<file path="config.mk">
export PLATFORM = sky130hd
export DESIGN_NAME = wdm_desc_dma
export DESIGN_NICKNAME = d
export VERILOG_FILES = /design/src/hw/wdm_pkg.sv /design/src/hw/wdm_mem_if.sv /design/src/hw/wdm_desc_dma.sv /design/src/hw/wdm_desc_mem.sv
export SDC_FILE = /design/constraint.sdc
export NUM_CORES = 1
export LEC_CHECK = 0
export ABC_AREA = 0
export BUFFER_PORTS_ARGS = -buffer_cell sky130_fd_sc_hd__clkbuf_2
export CAP_MARGIN = 25
export CORE_MARGIN = 5
export CORE_UTILIZATION = 45
export DETAILED_ROUTE_END_ITERATION = 10
export PLACE_DENSITY = 0.74
export SYNTH_ARGS = -nofsm -noshare
export SYNTH_HDL_FRONTEND = slang
export SYNTH_SLANG_ARGS = --single-unit
</file>
<file path="constraint.sdc">
create_clock -name clock_i -period 3.4 [get_ports clock_i]
set_input_delay 0.17 -clock clock_i [delete_from_list [all_inputs] [get_ports clock_i]]
set_output_delay 0.17 -clock clock_i [all_outputs]
set_load 0.03 [all_outputs]
</file>
<file path="src/hw/wdm_pkg.sv">
/*
 package for the descriptor dma front end: descriptor geometry, control
 word field positions, frame types, queue counts.
 assumes: included before every other design file.
*/
package wdm_pkg;

	// descriptor geometry
	localparam int TX_DESC_WORDS  = 24;
	localparam int RX_DESC_WORDS  = 13;
	localparam int TX_STAT_FIRST  = 14;
	localparam int TX_STAT_LAST   = 23;
	localparam int RX_STAT_FIRST  = 4;
	localparam int RX_STAT_LAST   = 12;
	localparam int TX_CTRL_W2     = 2;
	localparam int TX_CTRL_W3     = 3;
	localparam int LINK_WORD      = 0;
	localparam int BUF_WORD       = 1;
	localparam int NUM_QUEUES     = 10;
	localparam int WIDX_W         = 5;

	// word 2 fields
	localparam int W2_LEN_HI      = 11;
	localparam int W2_BURST       = 12;
	localparam int W2_LOW_RX      = 14;
	localparam int W2_NO_RETRY    = 15;
	localparam int W2_PWR_LO      = 16;
	localparam int W2_PWR_HI      = 21;
	localparam int W2_RTS         = 22;
	localparam int W2_END_LIST    = 23;
	localparam int W2_CLR_MASK    = 24;
	localparam int W2_IRQ         = 29;
	localparam int W2_SLOT_VALID  = 30;
	localparam int W2_CTS         = 31;

	// word 3 fields
	localparam int W3_LEN_HI      = 11;
	localparam int W3_MORE        = 12;
	localparam int W3_SLOT_LO     = 13;
	localparam int W3_SLOT_HI     = 19;
	localparam int W3_TYPE_LO     = 20;
	localparam int W3_TYPE_HI     = 23;
	localparam int W3_NO_ACK      = 24;
	localparam int W3_AGG_EDGE    = 29;
	localparam int W3_AGG_MEMBER  = 30;
	localparam int W3_RIFS_MORE   = 31;

	// reserved masks: word 2 bits 28:25 and 13, word 3 bits 28:25
	localparam logic [31:0] W2_RES_MASK = 32'h1e00_2000;
	localparam logic [31:0] W3_RES_MASK = 32'h1e00_0000;
	localparam logic [1:0]  ALIGN_ZERO  = 2'h0;
	localparam logic [31:0] NULL_PTR    = 32'h0000_0000;
	localparam logic [11:0] LEN_ZERO    = 12'h000;

	// frame types
	typedef enum logic [3:0] {
		FT_NORMAL   = 4'h0,
		FT_ANNOUNCE = 4'h1,
		FT_PS_POLL  = 4'h2,
		FT_BEACON   = 4'h3,
		FT_PROBE    = 4'h4,
		FT_RESERVED = 4'hf
	} wdm_ftype_e;

	// decoded transmit controls
	typedef struct packed {
		logic [11:0] frame_len;
		logic        burst;
		logic        low_rx;
		logic        no_retry;
		logic [5:0]  power0;
		logic        rts;
		logic        cts;
		logic        end_list;
		logic        clr_mask;
		logic        irq;
		logic        slot_valid;
		logic [11:0] buf_len;
		logic        more;
		logic [6:0]  peer_slot;
		wdm_ftype_e  ftype;
		logic        no_ack;
		logic        agg_edge;
		logic        aggregate_member_flag;
		logic        rifs_more;
	} wdm_txctl_s;

endpackage

</file>
<file path="src/hw/wdm_mem_if.sv">
/*
 interface carrying the descriptor word store port.
 assumes: one clock; read data one cycle after the read request.
*/
`timescale 1ns/1ns
interface wdm_mem_if #(
	parameter int AW = 5
);
	logic          wr_en;
	logic [AW-1:0] wr_addr;
	logic [31:0]   wr_data;
	logic [AW-1:0] rd_addr;
	logic [31:0]   rd_data;

	modport ctrl (output wr_en, output wr_addr, output wr_data,
	              output rd_addr, input rd_data);
	modport mem  (input wr_en, input wr_addr, input wr_data,
	              input rd_addr, output rd_data);
endinterface

</file>
<file path="src/hw/wdm_desc_dma.sv">
/*
 descriptor fetch engine: walks linked tx descriptor lists for ten queue
 units, decodes control words 2-3, assembles fragments, hands frames to
 the paired channel access unit and writes completion status back.
 assumes: host memory is reached by a word fetch/store port answering one
 cycle later; the protocol unit reports completion with done_i.
*/
`timescale 1ns/1ns
// Notes on behaviour
// - ten queue units, each hands frames only to its own access unit
// - tx descriptor is 24 words, rx is 13, all word aligned
// - word 0 is next pointer, low two bits zero, followed by engine
// - word 1 is buffer start; tx any byte, rx word aligned
// - status written to tx words 14-23 or rx words 4-12
// - word 2 bits 11:0 is whole frame length in bytes
// - bit 12 bursts; cts starts protected burst, active burst is protected
// - bit 14 switches rx chain to low power after frame sent
// - bit 15 suppresses retry bit on retried frames
// - bits 21:16 power for series 0 forwarded unchanged
// - bit 22 uses rts/cts, else backoff; bit 31 sends cts first
// - bit 23 ends the list regardless of next pointer
// - bit 24 clears destination mask bit at peer slot
// - bit 29 raises interrupt at frame completion
// - bit 30 qualifies peer slot for key lookup and tracking
// - word 3 bits 11:0 buffer length, nonzero for tx
// - word 3 bit 12 means frame continues in next descriptor
// - bits 19:13 select per-destination entry for key and filtering
// - bits 23:20 frame type, values 5-15 reserved
// - bit 24 means do not wait for acknowledgement
module wdm_desc_dma
	import wdm_pkg::*;
#(
	parameter int NQ = NUM_QUEUES
) (
	// clock and reset
	input  wire logic          clock_i,
	input  wire logic          rst_b_i,
	input  wire logic          ce_i,
	// queue start requests
	input  wire logic [NQ-1:0] q_start_i,
	input  wire logic [31:0]   q_head_i,
	input  wire logic          rx_mode_i,
	// host memory port
	output logic               mem_rd_o,
	output logic               mem_wr_o,
	output logic [31:0]        mem_addr_o,
	output logic [31:0]        mem_wdata_o,
	input  wire logic [31:0]   mem_rdata_i,
	input  wire logic          mem_rvalid_i,
	// frame hand-off
	output logic [NQ-1:0]      cau_ready_o,
	output logic [11:0]        frame_len_o,
	output logic [5:0]         power0_o,
	output logic               rts_o,
	output logic               cts_first_o,
	output logic               burst_prot_o,
	output logic               no_retry_o,
	output logic               no_ack_o,
	output logic [3:0]         ftype_o,
	output logic               slot_valid_o,
	output logic [6:0]         peer_slot_o,
	output logic               clr_mask_o,
	output logic [31:0]        buf_addr_o,
	output logic [11:0]        frag_bytes_o,
	// completion
	input  wire logic          done_i,
	input  wire logic [31:0]   status_i,
	output logic               low_rx_chain_o,
	output logic               irq_o,
	output logic               list_end_o
);
	typedef enum logic [2:0] {
		ST_IDLE  = 3'h0,
		ST_FETCH = 3'h1,
		ST_DEC   = 3'h2,
		ST_SEND  = 3'h3,
		ST_WAIT  = 3'h4,
		ST_STAT  = 3'h5,
		ST_NEXT  = 3'h6
	} wdm_state_e;

	wdm_state_e          state;
	logic [31:0]         desc_addr;
	logic [WIDX_W-1:0]   widx;
	logic [WIDX_W-1:0]   nwords;
	logic [WIDX_W-1:0]   st_first;
	logic [WIDX_W-1:0]   st_last;
	logic [$clog2(NQ)-1:0] qsel;
	logic                burst_on;
	logic                frame_irq;
	logic [31:0]         w0;
	logic [31:0]         w1;
	logic [31:0]         w2;
	logic [31:0]         w3;
	wdm_txctl_s          ctl;
	logic                is_rx;
	logic                stop_list;

	wdm_mem_if #(.AW(WIDX_W)) dm ();

	wdm_desc_mem #(.DEPTH(TX_DESC_WORDS), .AW(WIDX_W)) u_mem (
		.clock_i (clock_i),
		.ce_i    (ce_i),
		.port    (dm)
	);

	// decode control words, reserved bits masked away
	function automatic wdm_txctl_s decode(input logic [31:0] a,
	                                      input logic [31:0] b);
		wdm_txctl_s    c;
		logic [31:0]   a2;
		logic [31:0]   b2;
		a2 = a & ~W2_RES_MASK;
		b2 = b & ~W3_RES_MASK;
		c.frame_len  = a2[W2_LEN_HI:0];
		c.burst      = a2[W2_BURST];
		c.low_rx     = a2[W2_LOW_RX];
		c.no_retry   = a2[W2_NO_RETRY];
		c.power0     = a2[W2_PWR_HI:W2_PWR_LO];
		c.rts        = a2[W2_RTS];
		c.cts        = a2[W2_CTS];
		c.end_list   = a2[W2_END_LIST];
		c.clr_mask   = a2[W2_CLR_MASK];
		c.irq        = a2[W2_IRQ];
		c.slot_valid = a2[W2_SLOT_VALID];
		c.buf_len    = b2[W3_LEN_HI:0];
		c.more       = b2[W3_MORE];
		c.peer_slot  = b2[W3_SLOT_HI:W3_SLOT_LO];
		case (b2[W3_TYPE_HI:W3_TYPE_LO])
			FT_NORMAL:   c.ftype = FT_NORMAL;
			FT_ANNOUNCE: c.ftype = FT_ANNOUNCE;
			FT_PS_POLL:  c.ftype = FT_PS_POLL;
			FT_BEACON:   c.ftype = FT_BEACON;
			FT_PROBE:    c.ftype = FT_PROBE;
			default:     c.ftype = FT_RESERVED;
		endcase
		c.no_ack     = b2[W3_NO_ACK];
		c.agg_edge   = b2[W3_AGG_EDGE];
		c.aggregate_member_flag = b2[W3_AGG_MEMBER];
		c.rifs_more  = b2[W3_RIFS_MORE];
		return c;
	endfunction

	assign ctl       = decode(w2, w3);
	assign stop_list = ctl.end_list || (w0 == NULL_PTR);

	// descriptor store port: words land by index, read back as needed
	assign dm.wr_en   = (state == ST_FETCH) && mem_rvalid_i;
	assign dm.wr_addr = widx;
	assign dm.wr_data = mem_rdata_i;
	assign dm.rd_addr = widx;

	// capture the first four words while fetching
	always_ff @(posedge clock_i) begin
		if (!rst_b_i) begin
			w0 <= NULL_PTR;
			w1 <= NULL_PTR;
			w2 <= NULL_PTR;
			w3 <= NULL_PTR;
		end else if (ce_i && state == ST_FETCH && mem_rvalid_i) begin
			case (widx)
				5'(LINK_WORD):  w0 <= mem_rdata_i;
				5'(BUF_WORD):   w1 <= mem_rdata_i;
				5'(TX_CTRL_W2): w2 <= mem_rdata_i;
				5'(TX_CTRL_W3): w3 <= mem_rdata_i;
				default:        w0 <= w0;
			endcase
		end
	end

	// main sequencer over the linked list
	always_ff @(posedge clock_i) begin
		if (!rst_b_i) begin
			state     <= ST_IDLE;
			desc_addr <= NULL_PTR;
			widx      <= '0;
			qsel      <= '0;
			is_rx     <= 1'b0;
			nwords    <= '0;
			st_first  <= '0;
			st_last   <= '0;
		end else if (ce_i) begin
			case (state)
				ST_IDLE: begin
					if (|q_start_i) begin
						for (int i = NQ - 1; i >= 0; i--) begin
							if (q_start_i[i]) begin
								qsel <= ($clog2(NQ))'(i);
							end
						end
						desc_addr <= {q_head_i[31:2], ALIGN_ZERO};
						is_rx     <= rx_mode_i;
						nwords    <= rx_mode_i ? 5'(RX_DESC_WORDS)
						                       : 5'(TX_DESC_WORDS);
						st_first  <= rx_mode_i ? 5'(RX_STAT_FIRST)
						                       : 5'(TX_STAT_FIRST);
						st_last   <= rx_mode_i ? 5'(RX_STAT_LAST)
						                       : 5'(TX_STAT_LAST);
						widx      <= '0;
						state     <= ST_FETCH;
					end
				end
				ST_FETCH: begin
					if (mem_rvalid_i) begin
						if (widx == st_first - 5'h1) begin
							state <= ST_DEC;
						end else begin
							widx <= widx + 5'h1;
						end
					end
				end
				ST_DEC: begin
					state <= is_rx ? ST_WAIT : ST_SEND;
				end
				ST_SEND: begin
					state <= ST_WAIT;
				end
				ST_WAIT: begin
					if (done_i) begin
						widx  <= st_first;
						state <= ST_STAT;
					end
				end
				ST_STAT: begin
					if (widx == st_last) begin
						state <= ST_NEXT;
					end else begin
						widx <= widx + 5'h1;
					end
				end
				ST_NEXT: begin
					widx <= '0;
					if (stop_list) begin
						state <= ST_IDLE;
					end else begin
						desc_addr <= {w0[31:2], ALIGN_ZERO};
						state     <= ST_FETCH;
					end
				end
				default: state <= ST_IDLE;
			endcase
		end
	end

	// host memory requests: word reads while fetching, status writes
	always_ff @(posedge clock_i) begin
		if (!rst_b_i) begin
			mem_rd_o    <= 1'b0;
			mem_wr_o    <= 1'b0;
			mem_addr_o  <= NULL_PTR;
			mem_wdata_o <= NULL_PTR;
		end else if (ce_i) begin
			mem_rd_o    <= (state == ST_FETCH) && !mem_rd_o
			               && !mem_rvalid_i;
			mem_wr_o    <= (state == ST_STAT);
			mem_addr_o  <= desc_addr + {25'h0, widx, ALIGN_ZERO};
			mem_wdata_o <= (state == ST_STAT && widx == st_first)
			               ? status_i : NULL_PTR;
		end
	end

	// burst tracking: protected once started with cts, kept while active
	always_ff @(posedge clock_i) begin
		if (!rst_b_i) begin
			burst_on     <= 1'b0;
			burst_prot_o <= 1'b0;
		end else if (ce_i && state == ST_DEC && !is_rx) begin
			if (!ctl.burst) begin
				burst_on     <= 1'b0;
				burst_prot_o <= 1'b0;
			end else if (!burst_on) begin
				burst_on     <= 1'b1;
				burst_prot_o <= ctl.cts;
			end else begin
				burst_prot_o <= 1'b1;
			end
		end
	end

	// frame hand-off to the paired channel access unit
	always_ff @(posedge clock_i) begin
		if (!rst_b_i) begin
			cau_ready_o  <= '0;
			frame_len_o  <= LEN_ZERO;
			power0_o     <= '0;
			rts_o        <= 1'b0;
			cts_first_o  <= 1'b0;
			no_retry_o   <= 1'b0;
			no_ack_o     <= 1'b0;
			ftype_o      <= FT_NORMAL;
			slot_valid_o <= 1'b0;
			peer_slot_o  <= '0;
			clr_mask_o   <= 1'b0;
			buf_addr_o   <= NULL_PTR;
			frag_bytes_o <= LEN_ZERO;
		end else if (ce_i) begin
			cau_ready_o <= '0;
			clr_mask_o  <= 1'b0;
			if (state == ST_SEND) begin
				// ready only once the last fragment has been seen
				cau_ready_o[qsel] <= !ctl.more;
				frame_len_o  <= ctl.frame_len;
				power0_o     <= ctl.power0;
				rts_o        <= ctl.rts;
				cts_first_o  <= ctl.cts && !ctl.rts;
				no_retry_o   <= ctl.no_retry;
				no_ack_o     <= ctl.no_ack;
				ftype_o      <= ctl.ftype;
				slot_valid_o <= ctl.slot_valid;
				peer_slot_o  <= ctl.slot_valid ? ctl.peer_slot
				                               : 7'h00;
				clr_mask_o   <= ctl.clr_mask && ctl.slot_valid;
				buf_addr_o   <= w1;
				frag_bytes_o <= ctl.buf_len;
			end
		end
	end

	// completion effects: interrupt, low power rx chain, end of list
	always_ff @(posedge clock_i) begin
		if (!rst_b_i) begin
			frame_irq      <= 1'b0;
			irq_o          <= 1'b0;
			low_rx_chain_o <= 1'b0;
			list_end_o     <= 1'b0;
		end else if (ce_i) begin
			irq_o      <= 1'b0;
			list_end_o <= 1'b0;
			if (state == ST_DEC) begin
				frame_irq <= ctl.irq;
			end
			if (state == ST_NEXT) begin
				irq_o      <= frame_irq && !ctl.more;
				list_end_o <= stop_list;
				if (!is_rx && !ctl.more) begin
					low_rx_chain_o <= ctl.low_rx;
				end
			end
		end
	end

	// ------------------------------------------------------------
	// checks
	// ------------------------------------------------------------
	a_ready_single: assert property (@(posedge clock_i) disable iff (!rst_b_i)
		$onehot0(cau_ready_o)) else $error("two units ready");
	a_cts_excl: assert property (@(posedge clock_i) disable iff (!rst_b_i)
		!(rts_o && cts_first_o)) else $error("rts and cts both");
	a_addr_align: assert property (@(posedge clock_i) disable iff (!rst_b_i)
		mem_rd_o |-> mem_addr_o[1:0] == ALIGN_ZERO)
		else $error("unaligned fetch");
	a_fetch_bound: assert property (@(posedge clock_i) disable iff (!rst_b_i)
		mem_rd_o |-> $past(widx) < nwords) else $error("fetch past end");
	a_stat_range: assert property (@(posedge clock_i) disable iff (!rst_b_i)
		mem_wr_o |-> $past(widx) >= $past(st_first) &&
		$past(widx) <= $past(st_last)) else $error("status off range");
	a_end_stop: assert property (@(posedge clock_i) disable iff (!rst_b_i)
		ce_i && state == ST_NEXT && stop_list |=> state == ST_IDLE)
		else $error("list not ended");
	a_clr_valid: assert property (@(posedge clock_i) disable iff (!rst_b_i)
		clr_mask_o |-> slot_valid_o) else $error("mask clear no slot");
	a_irq_frame: assert property (@(posedge clock_i) disable iff (!rst_b_i)
		irq_o |-> $past(frame_irq)) else $error("stray interrupt");
	a_power_pass: assert property (@(posedge clock_i) disable iff (!rst_b_i)
		ce_i && state == ST_SEND |=> power0_o == $past(w2[W2_PWR_HI:W2_PWR_LO]))
		else $error("power altered");
	a_frag_hold: assert property (@(posedge clock_i) disable iff (!rst_b_i)
		ce_i && state == ST_SEND && ctl.more |=> cau_ready_o == '0)
		else $error("fragment handed early");
	c_frame_sent: cover property (@(posedge clock_i) |cau_ready_o);
	c_burst_prot: cover property (@(posedge clock_i) burst_prot_o);
	c_irq_seen: cover property (@(posedge clock_i) irq_o);
	c_list_end: cover property (@(posedge clock_i) list_end_o);
endmodule

</file>
<file path="src/hw/wdm_desc_mem.sv">
/*
 small word store holding one fetched descriptor; registered read data.
 assumes: single clock, clock enable freezes all state.
*/
`timescale 1ns/1ns
module wdm_desc_mem #(
	parameter int DEPTH = 24,
	parameter int AW    = 5
) (
	// clock
	input  wire logic clock_i,
	input  wire logic ce_i,
	// port
	wdm_mem_if.mem    port
);
	logic [31:0] store [DEPTH];
	logic [31:0] rd_q;

	// write and registered read
	always_ff @(posedge clock_i) begin
		if (ce_i) begin
			if (port.wr_en) begin
				store[port.wr_addr] <= port.wr_data;
			end
			rd_q <= store[port.rd_addr];
		end
	end
	assign port.rd_data = rd_q;
endmodule

</file>
==> results of run 1 <==
repair_timing:
action / 4_1_cts / 5_1_grt
hold endpoints to repair: 127 / 0
endpoints found under the setup margin: 0 / 0
hold buffers: 66 / 0
gates resized for setup: 0 / 0
layout make-up:
type | count | area [um2] | area share (%)
flip-flops and latches | 320 | 6406 | 39.20
multi-input cells | 1094 | 5958 | 36.46
repair buffers | 358 | 2212 | 13.54
clock buffers | 55 | 1064 | 6.508
well taps | 384 | 480.5 | 2.940
inverters | 43 | 168.9 | 1.034
clock inverters | 7 | 48.80 | 0.2986
diodes | 1 | 2.502 | 0.01531
cell families after synthesis:
| group | Yosys count | synth area share (%) |
|---|---|---|
| fa+ha+maj | 12 | 1.201 |
| xor+xnor | 17 | 1.134 |
| mux | 36 | 3.030 |
| simple gates | 595 | 19.72 |
| compound gates | 432 | 20.13 |
| flops | 320 | 48.79 |
| buf+inv | 174 | 5.965 |
| other cells | 1 | 0.02856 |
registers in the layout, indices dropped and copies added (netlist names), 3 cells and up:
| register | flops |
|---|---|
| w3 | 25 |
| w2 | 27 |
| power0_o | 6 |
| ftype_o | 4 |
| w0 | 32 |
| buf_addr_o | 32 |
| mem_addr_o | 30 |
| mem_wdata_o | 32 |
| frame_len_o | 12 |
| dm.rd_addr | 5 |
| cau_ready_o | 10 |
| w1 | 32 |
| frag_bytes_o | 12 |
| qsel | 4 |
| state | 3 |
| st_last | 3 |
| peer_slot_o | 7 |
| desc_addr | 30 |
layer usage:
layer | up-vias | GRT usage, % | routed length [um]
li1 | 6013 | - | -
met1 | 5821 | 29.87 | 16750
met2 | 469 | 37.31 | 18630
met3 | 105 | 5.268 | 2870
met4 | 2 | 8.953 | 1527
met5 | - | 0 | 11
cell usage after synthesis (13+ instances only):
cell,number
mux2_2,30
a21oi_1,226
o21ai_0,32
nor3_1,19
nor2_1,70
inv_1,42
a211oi_1,64
nand2_1,399
a22oi_1,40
dfxtp_1,320
nor4_1,13
nand3_1,28
clkbuf_1,92
xnor2_1,14
final timing paths:
path,from,endpoint,cells after the start
setup reg to reg,dm.rd_addr[0],mem_addr_o[29],6
hold / removal,mem_rdata_i[12],w1[12],3
hold reg to reg,w3[15],w3[15],2
setup / recovery,dm.rd_addr[0],mem_addr_o[29],6
power by group through the flow:
stage	combinational (mW)	sequential (mW)	clock (mW)
floorplan	0.380	4.02	0
global placement	0.628	4.00	0
detailed placement	0.637	4.00	0
CTS	0.701	3.92	3.72
global route	0.768	3.93	3.87
finish	0.707	3.92	3.65
critical path, cell delays in order, from the launching register on:
cell	delay (ps)
dfxtp_1	580
ha_1	270
a21o_1	150
nand4_1	460
a211o_1	530
or4_1	420
a31oi_1	170
==> results.py, run 1 <==
metrics = {
    "cts": {
        "clk_latency_ps": 510,
        "tritoncts.num_buffers": 36,
        "clock-sinks": 320,
        "cts_setup_buffers": 0,
        "cts.clk_slew.worst_paths_ps": 60,
        "cts_tree": "yes",
        "htree_levels": 2,
        "clock_path_buffers": 3,
        "root_buffer": "clkbuf_16",
    },
    "yosys": {
        "synth_edf_count": 0,
        "yosys.area.top_type": "dfxtp_1",
        "yosys_most_used_dff": "dfxtp_1",
        "synth_top_area_share_pct": 48.79,
        "synth.distinct_cells": 68,
        "synth-seq-cells": 320,
        "synth_top_cells_by_area": "dfxtp_1 (49%), nand2_1 (11%), a21oi_1 (8.6%)",
        "ys_seq_area_share_pct": 48.79,
        "syn_area_per_cell_um2": 8.274,
        "netlist_instances": 1587,
        "synth_async_sr_flop_share_pct": 0,
        "netlist_area_um2": 13130,
        "synth.yosys.warnings": 0,
    },
    "pwr": {
        "pwr-share-seq_pct": 47.4,
        "clkPwrFrac_pct": 44.1,
        "netSwitchingFraction_pct": 24.40,
        "power.total_mw": 8.279,
        "pwr_density_cell_nw_per_um2": 506.7,
        "power.internal_mw": 6.259,
        "power_frac_comb_pct": 8.5,
        "p_switching_mw": 2.020,
        "leakagePower_nw": 6.166,
        "ir_drop_mv": 0.3951,
    },
    "global_routing": {
        "grt_usage_pct": 23.00,
        "overflow": 0,
        "grt_pass1_wl_mm": 62.94,
        "grt_max_degree": 120,
        "antenna_found_initial": 2,
        "grt_pass1_vias": 11780,
    },
    "drt": {
        "avgViaCountPerCell": 5.486,
        "num_vias": 12410,
        "wire_per_inst_um": 17.59,
        "drt_iter0_markers": 832,
        "drc_errors": 0,
        "dr.pass1.iters": 5,
        "drt-total-wl_mm": 39.79,
        "antenna_left": 0,
    },
    "critical_path": {
        "worstPathMaxFanout": 11,
        "regToRegSetupSlack_ps": 750,
        "worstSetupPathType": "flip-flop to flip-flop",
        "cp-end-kind": "flip-flop",
        "critical_path_required_ps": 3840,
        "cp.arrival_ps": 3090,
        "worst_setup_path_start_kind": "flip-flop",
    },
    "timing": {
        "worst_slack_ps": 752.9,
        "period_minus_slack_ps": 2647,
        "rsz0062_at_grt": "false",
        "worst_pin_slew_ps": 984.5,
        "max_freq_mhz": 377.8,
        "period_share_pct": 77.86,
        "hold_ws_ps": 39.29,
        "skew_ps": 12.02,
        "slew_headroom_pct": 34.37,
        "final-setup-viol-count": 0,
        "drv_slew": 0,
        "hold_viol": 0,
        "fin_tns_setup_ps": 0,
    },
    "die": {
        "fp.coreArea_um2": 28780,
        "die_w_um": 180.8,
        "initial_core_util_pct": 45.63,
        "die_area_um2": 32700,
        "die_h_um": 180.8,
        "ios": 271,
        "rows": 62,
    },
    "cells_and_area": {
        "layout.nets": 1977,
        "synthToLayoutAreaGrowth_pct": 24.44,
        "final_common_cell": "nand2_1",
        "fillers": 2522,
        "final_cell_mix": "nand2_1 (399), dfxtp_1 (320), clkbuf_2 (266)",
        "drive_gt1_share_pct": 20.83,
        "final_util_pct": 56.78,
        "stdcell_count": 2262,
        "final_area_um2": 16340,
    },
    "placement": {
        "pre_cts_slack_ps": 738.9,
        "placed_area_um2": 14570,
        "placed_cells": 2133,
        "globalplace.congestion": 0.8846,
        "hpwl_mm": 26.29,
        "port-buffer-count": 266,
    },
    "job": {
        "max_cap_violations": 0,
    },
    "status": {
        "status": "finished clean",
    },
    "hold_path": {
        "min_path_type": "primary input to flip-flop",
    },
}
Power figures use the tool's default switching activity.
==> run 2, diff against run 1 <==
ABC_AREA = 1   (was 0)
PLACE_DENSITY = 0.76   (was 0.74)
clock period = 2.3 ns   (was 3.4 ns; I/O delays follow)
==> results.py, run 2 <==
metrics = {
    "drt": {
        "num_vias": 13110,
        "drc_errors": 0,
        "wire_per_inst_um": 15.62,
        "drt-total-wl_mm": 40.20,
        "dr.pass1.iters": 5,
        "avgViaCountPerCell": 5.092,
        "antenna_left": 0,
        "drt_iter0_markers": 1035,
    },
    "yosys": {
        "yosys.area.top_type": "dfxtp_1",
        "synth_async_sr_flop_share_pct": 0,
        "ys_seq_area_share_pct": 48.64,
        "netlist_instances": 1846,
        "synth.distinct_cells": 38,
        "netlist_area_um2": 13170,
        "syn_area_per_cell_um2": 7.134,
        "synth-seq-cells": 320,
        "yosys_most_used_dff": "dfxtp_1",
        "synth_edf_count": 0,
        "synth_top_cells_by_area": "dfxtp_1 (49%), nor2_1 (9.4%), nand2_1 (8.9%)",
        "synth.top_cells.by_count": "nor2_1 (331), dfxtp_1 (320), nand2_1 (314), o21ai_0 (234), a21oi_1 (188)",
        "yosysMostFrequentCell": "nor2_1",
        "synth.yosys.warnings": 0,
        "synth_top_area_share_pct": 48.64,
    },
    "cells_and_area": {
        "synthToLayoutAreaGrowth_pct": 29.15,
        "final_area_um2": 17010,
        "layout.nets": 2287,
        "drive_gt1_share_pct": 16.91,
        "final_cell_mix": "nor2_1 (329), dfxtp_1 (320), nand2_1 (314)",
        "final_common_cell": "nor2_1",
    },
    "critical_path": {
        "cp-end-kind": "flip-flop",
        "worstPathMaxFanout": 44,
        "crit_slowest_cell": "dfxtp_1",
        "cp.arrival_ps": 2540,
        "worst_setup_path_start_kind": "flip-flop",
        "worstSetupPathType": "flip-flop to flip-flop",
        "critical_path_required_ps": 2740,
        "timing.critical_path.cells": "inv_2, nor2_4, nand2_1, inv_2, nand3_2, nor2_4, buf_4, o21ai_0, a21oi_1",
        "max_stage_delay_ps": 420,
    },
    "timing": {
        "max_freq_mhz": 476.4,
        "hold_viol": 1,
        "period_minus_slack_ps": 2099,
        "final-setup-viol-count": 0,
        "fin_tns_setup_ps": 0,
        "slew_headroom_pct": 49.84,
        "drv_slew": 0,
        "skew_ps": 19.34,
        "rsz0062_at_grt": "false",
        "worst_pin_slew_ps": 752.5,
        "period_share_pct": 91.26,
        "hold_ws_ps": -4.516,
    },
    "pwr": {
        "clkPwrFrac_pct": 41.5,
        "power_frac_comb_pct": 13.9,
        "ir_drop_mv": 0.4971,
        "leakagePower_nw": 7.834,
        "netSwitchingFraction_pct": 27.70,
        "p_switching_mw": 3.747,
        "power.internal_mw": 9.778,
        "pwr-share-seq_pct": 44.6,
        "pwr_density_cell_nw_per_um2": 795.2,
    },
    "placement": {
        "port-buffer-count": 266,
        "hpwl_mm": 27.09,
        "placed_area_um2": 14900,
        "globalplace.congestion": 0.8894,
    },
    "hold_path": {
        "min_path_type": "primary input to flip-flop",
    },
    "global_routing": {
        "overflow": 0,
        "grt_pass1_vias": 12340,
        "antenna_found_initial": 0,
        "grt_max_degree": 119,
        "grt_usage_pct": 23.43,
        "grt_pass1_wl_mm": 64.21,
    },
    "status": {
        "status": "complete, but fails checks",
        "violations": "hold timing",
    },
    "die": {
        "die_h_um": 181.1,
        "die_area_um2": 32790,
        "ios": 271,
        "rows": 62,
        "fp.coreArea_um2": 28780,
        "initial_core_util_pct": 45.76,
        "die_w_um": 181.1,
    },
    "cts": {
        "cts_tree": "yes",
        "clk_latency_ps": 520,
        "clock-sinks": 320,
        "cts_resized": 0,
        "htree_levels": 2,
        "clock_path_buffers": 3,
        "cts.clk_slew.worst_paths_ps": 60,
        "tritoncts.num_buffers": 35,
        "root_buffer": "clkbuf_16",
    },
    "job": {
        "max_cap_violations": 0,
    },
}
-- run 2: cell types whose count changed after synthesis, moves of 17 or more --
cell	before	now
a22oi_1	40	0
buf_2	11	30
o21ai_0	32	234
a211oi_1	64	4
mux2_2	30	0
nand2_1	399	314
a21oi_1	226	188
inv_1	42	165
nand3_1	28	61
nor2_1	70	331
clkbuf_1	92	75
o21ai_1	0	40
-- run 2: repair_timing --
item,4_1_cts,5_1_grt
buffers inserted,0,2
endpoints found under the setup margin,0,1
hold buffers,91,0
hold endpoints to repair,174,0
-- run 2: power groups by stage --
stage	clock network (mW)	logic [mW]	registers (mW)
final	5.61	1.88	6.03
after global routing	5.93	2.10	6.06
after floorplan	0	0.969	6.31
after global placement	0	1.71	6.14
after detailed placement	0	1.73	6.15
after CTS	5.71	1.87	6.03
-- run 2: per-stage QoR --
| stage | hold WS [ps] | total power, mW | utilization (%) | setup WS (ps) | instances |
|---|---|---|---|---|---|
| after floorplan | 249.9 | 7.284 | - | 502.6 | 1847 |
| after global placement | 348.0 | 7.844 | 51.76 | 255.3 | 2417 |
| after detailed placement | 351.4 | 7.877 | 51.76 | 194.6 | 2417 |
| after CTS | 1.981 | 13.60 | 58.99 | 154.9 | 2570 |
| after global routing | 26.61 | 14.09 | 59.08 | 6.682 | 2572 |
| final | -4.516 | 13.52 | 59.10 | 201.1 | 2574 |
-- run 2: cell type report --
class                           instances  area (um2)
Clock inverter                         13       161.4
Tap cell                              384       480.5
Antenna cell                            2       5.005
Sequential cell                       320        6406
Fill cell                            2584       11770
Timing Repair Buffer                  388        2596
Inverter                              171       641.9
Clock buffer                           49        1008
Multi-Input combinational cell       1247        5709
-- run 2: final timing paths --
| check | start | endpoint | slack, ps | cells after the start |
|---|---|---|---|---|
| setup / recovery | state[0] | w0[7] | 200 | 9 |
| hold / removal | q_head_i[13] | desc_addr[13] | -5 | 5 |
| setup reg to reg | state[0] | w0[7] | 200 | 9 |
| hold reg to reg | clr_mask_o | clr_mask_o | 460 | 2 |
-- run 2: logic make-up after synthesis --
group	after synthesis	synth area share (%)
compound gates	482	18.71
xor+xnor	12	0.7980
fa+ha+maj	12	1.197
buf+inv	280	8.322
flops	320	48.64
other cells	1	0.02847
simple gates	739	22.31
-- run 2: critical path: cells and delay by family, from the launching register on --
family / cells / cell delay (ps)
buffers and inverters: 3 / 520
AND/OR/NAND/NOR: 4 / 740
AO/OA/AOI/OAI: 2 / 310
flip-flops: 1 / 420
-- run 2: per-layer routing --
metal | GRT usage [%] | vias to the layer above | part of all wire (%)
met5 | 0 | - | 0
met4 | 7.655 | 0 | 3.1
met3 | 4.545 | 89 | 6.9
met2 | 38.43 | 453 | 47
met1 | 31.25 | 5994 | 43
li1 | - | 6571 | -
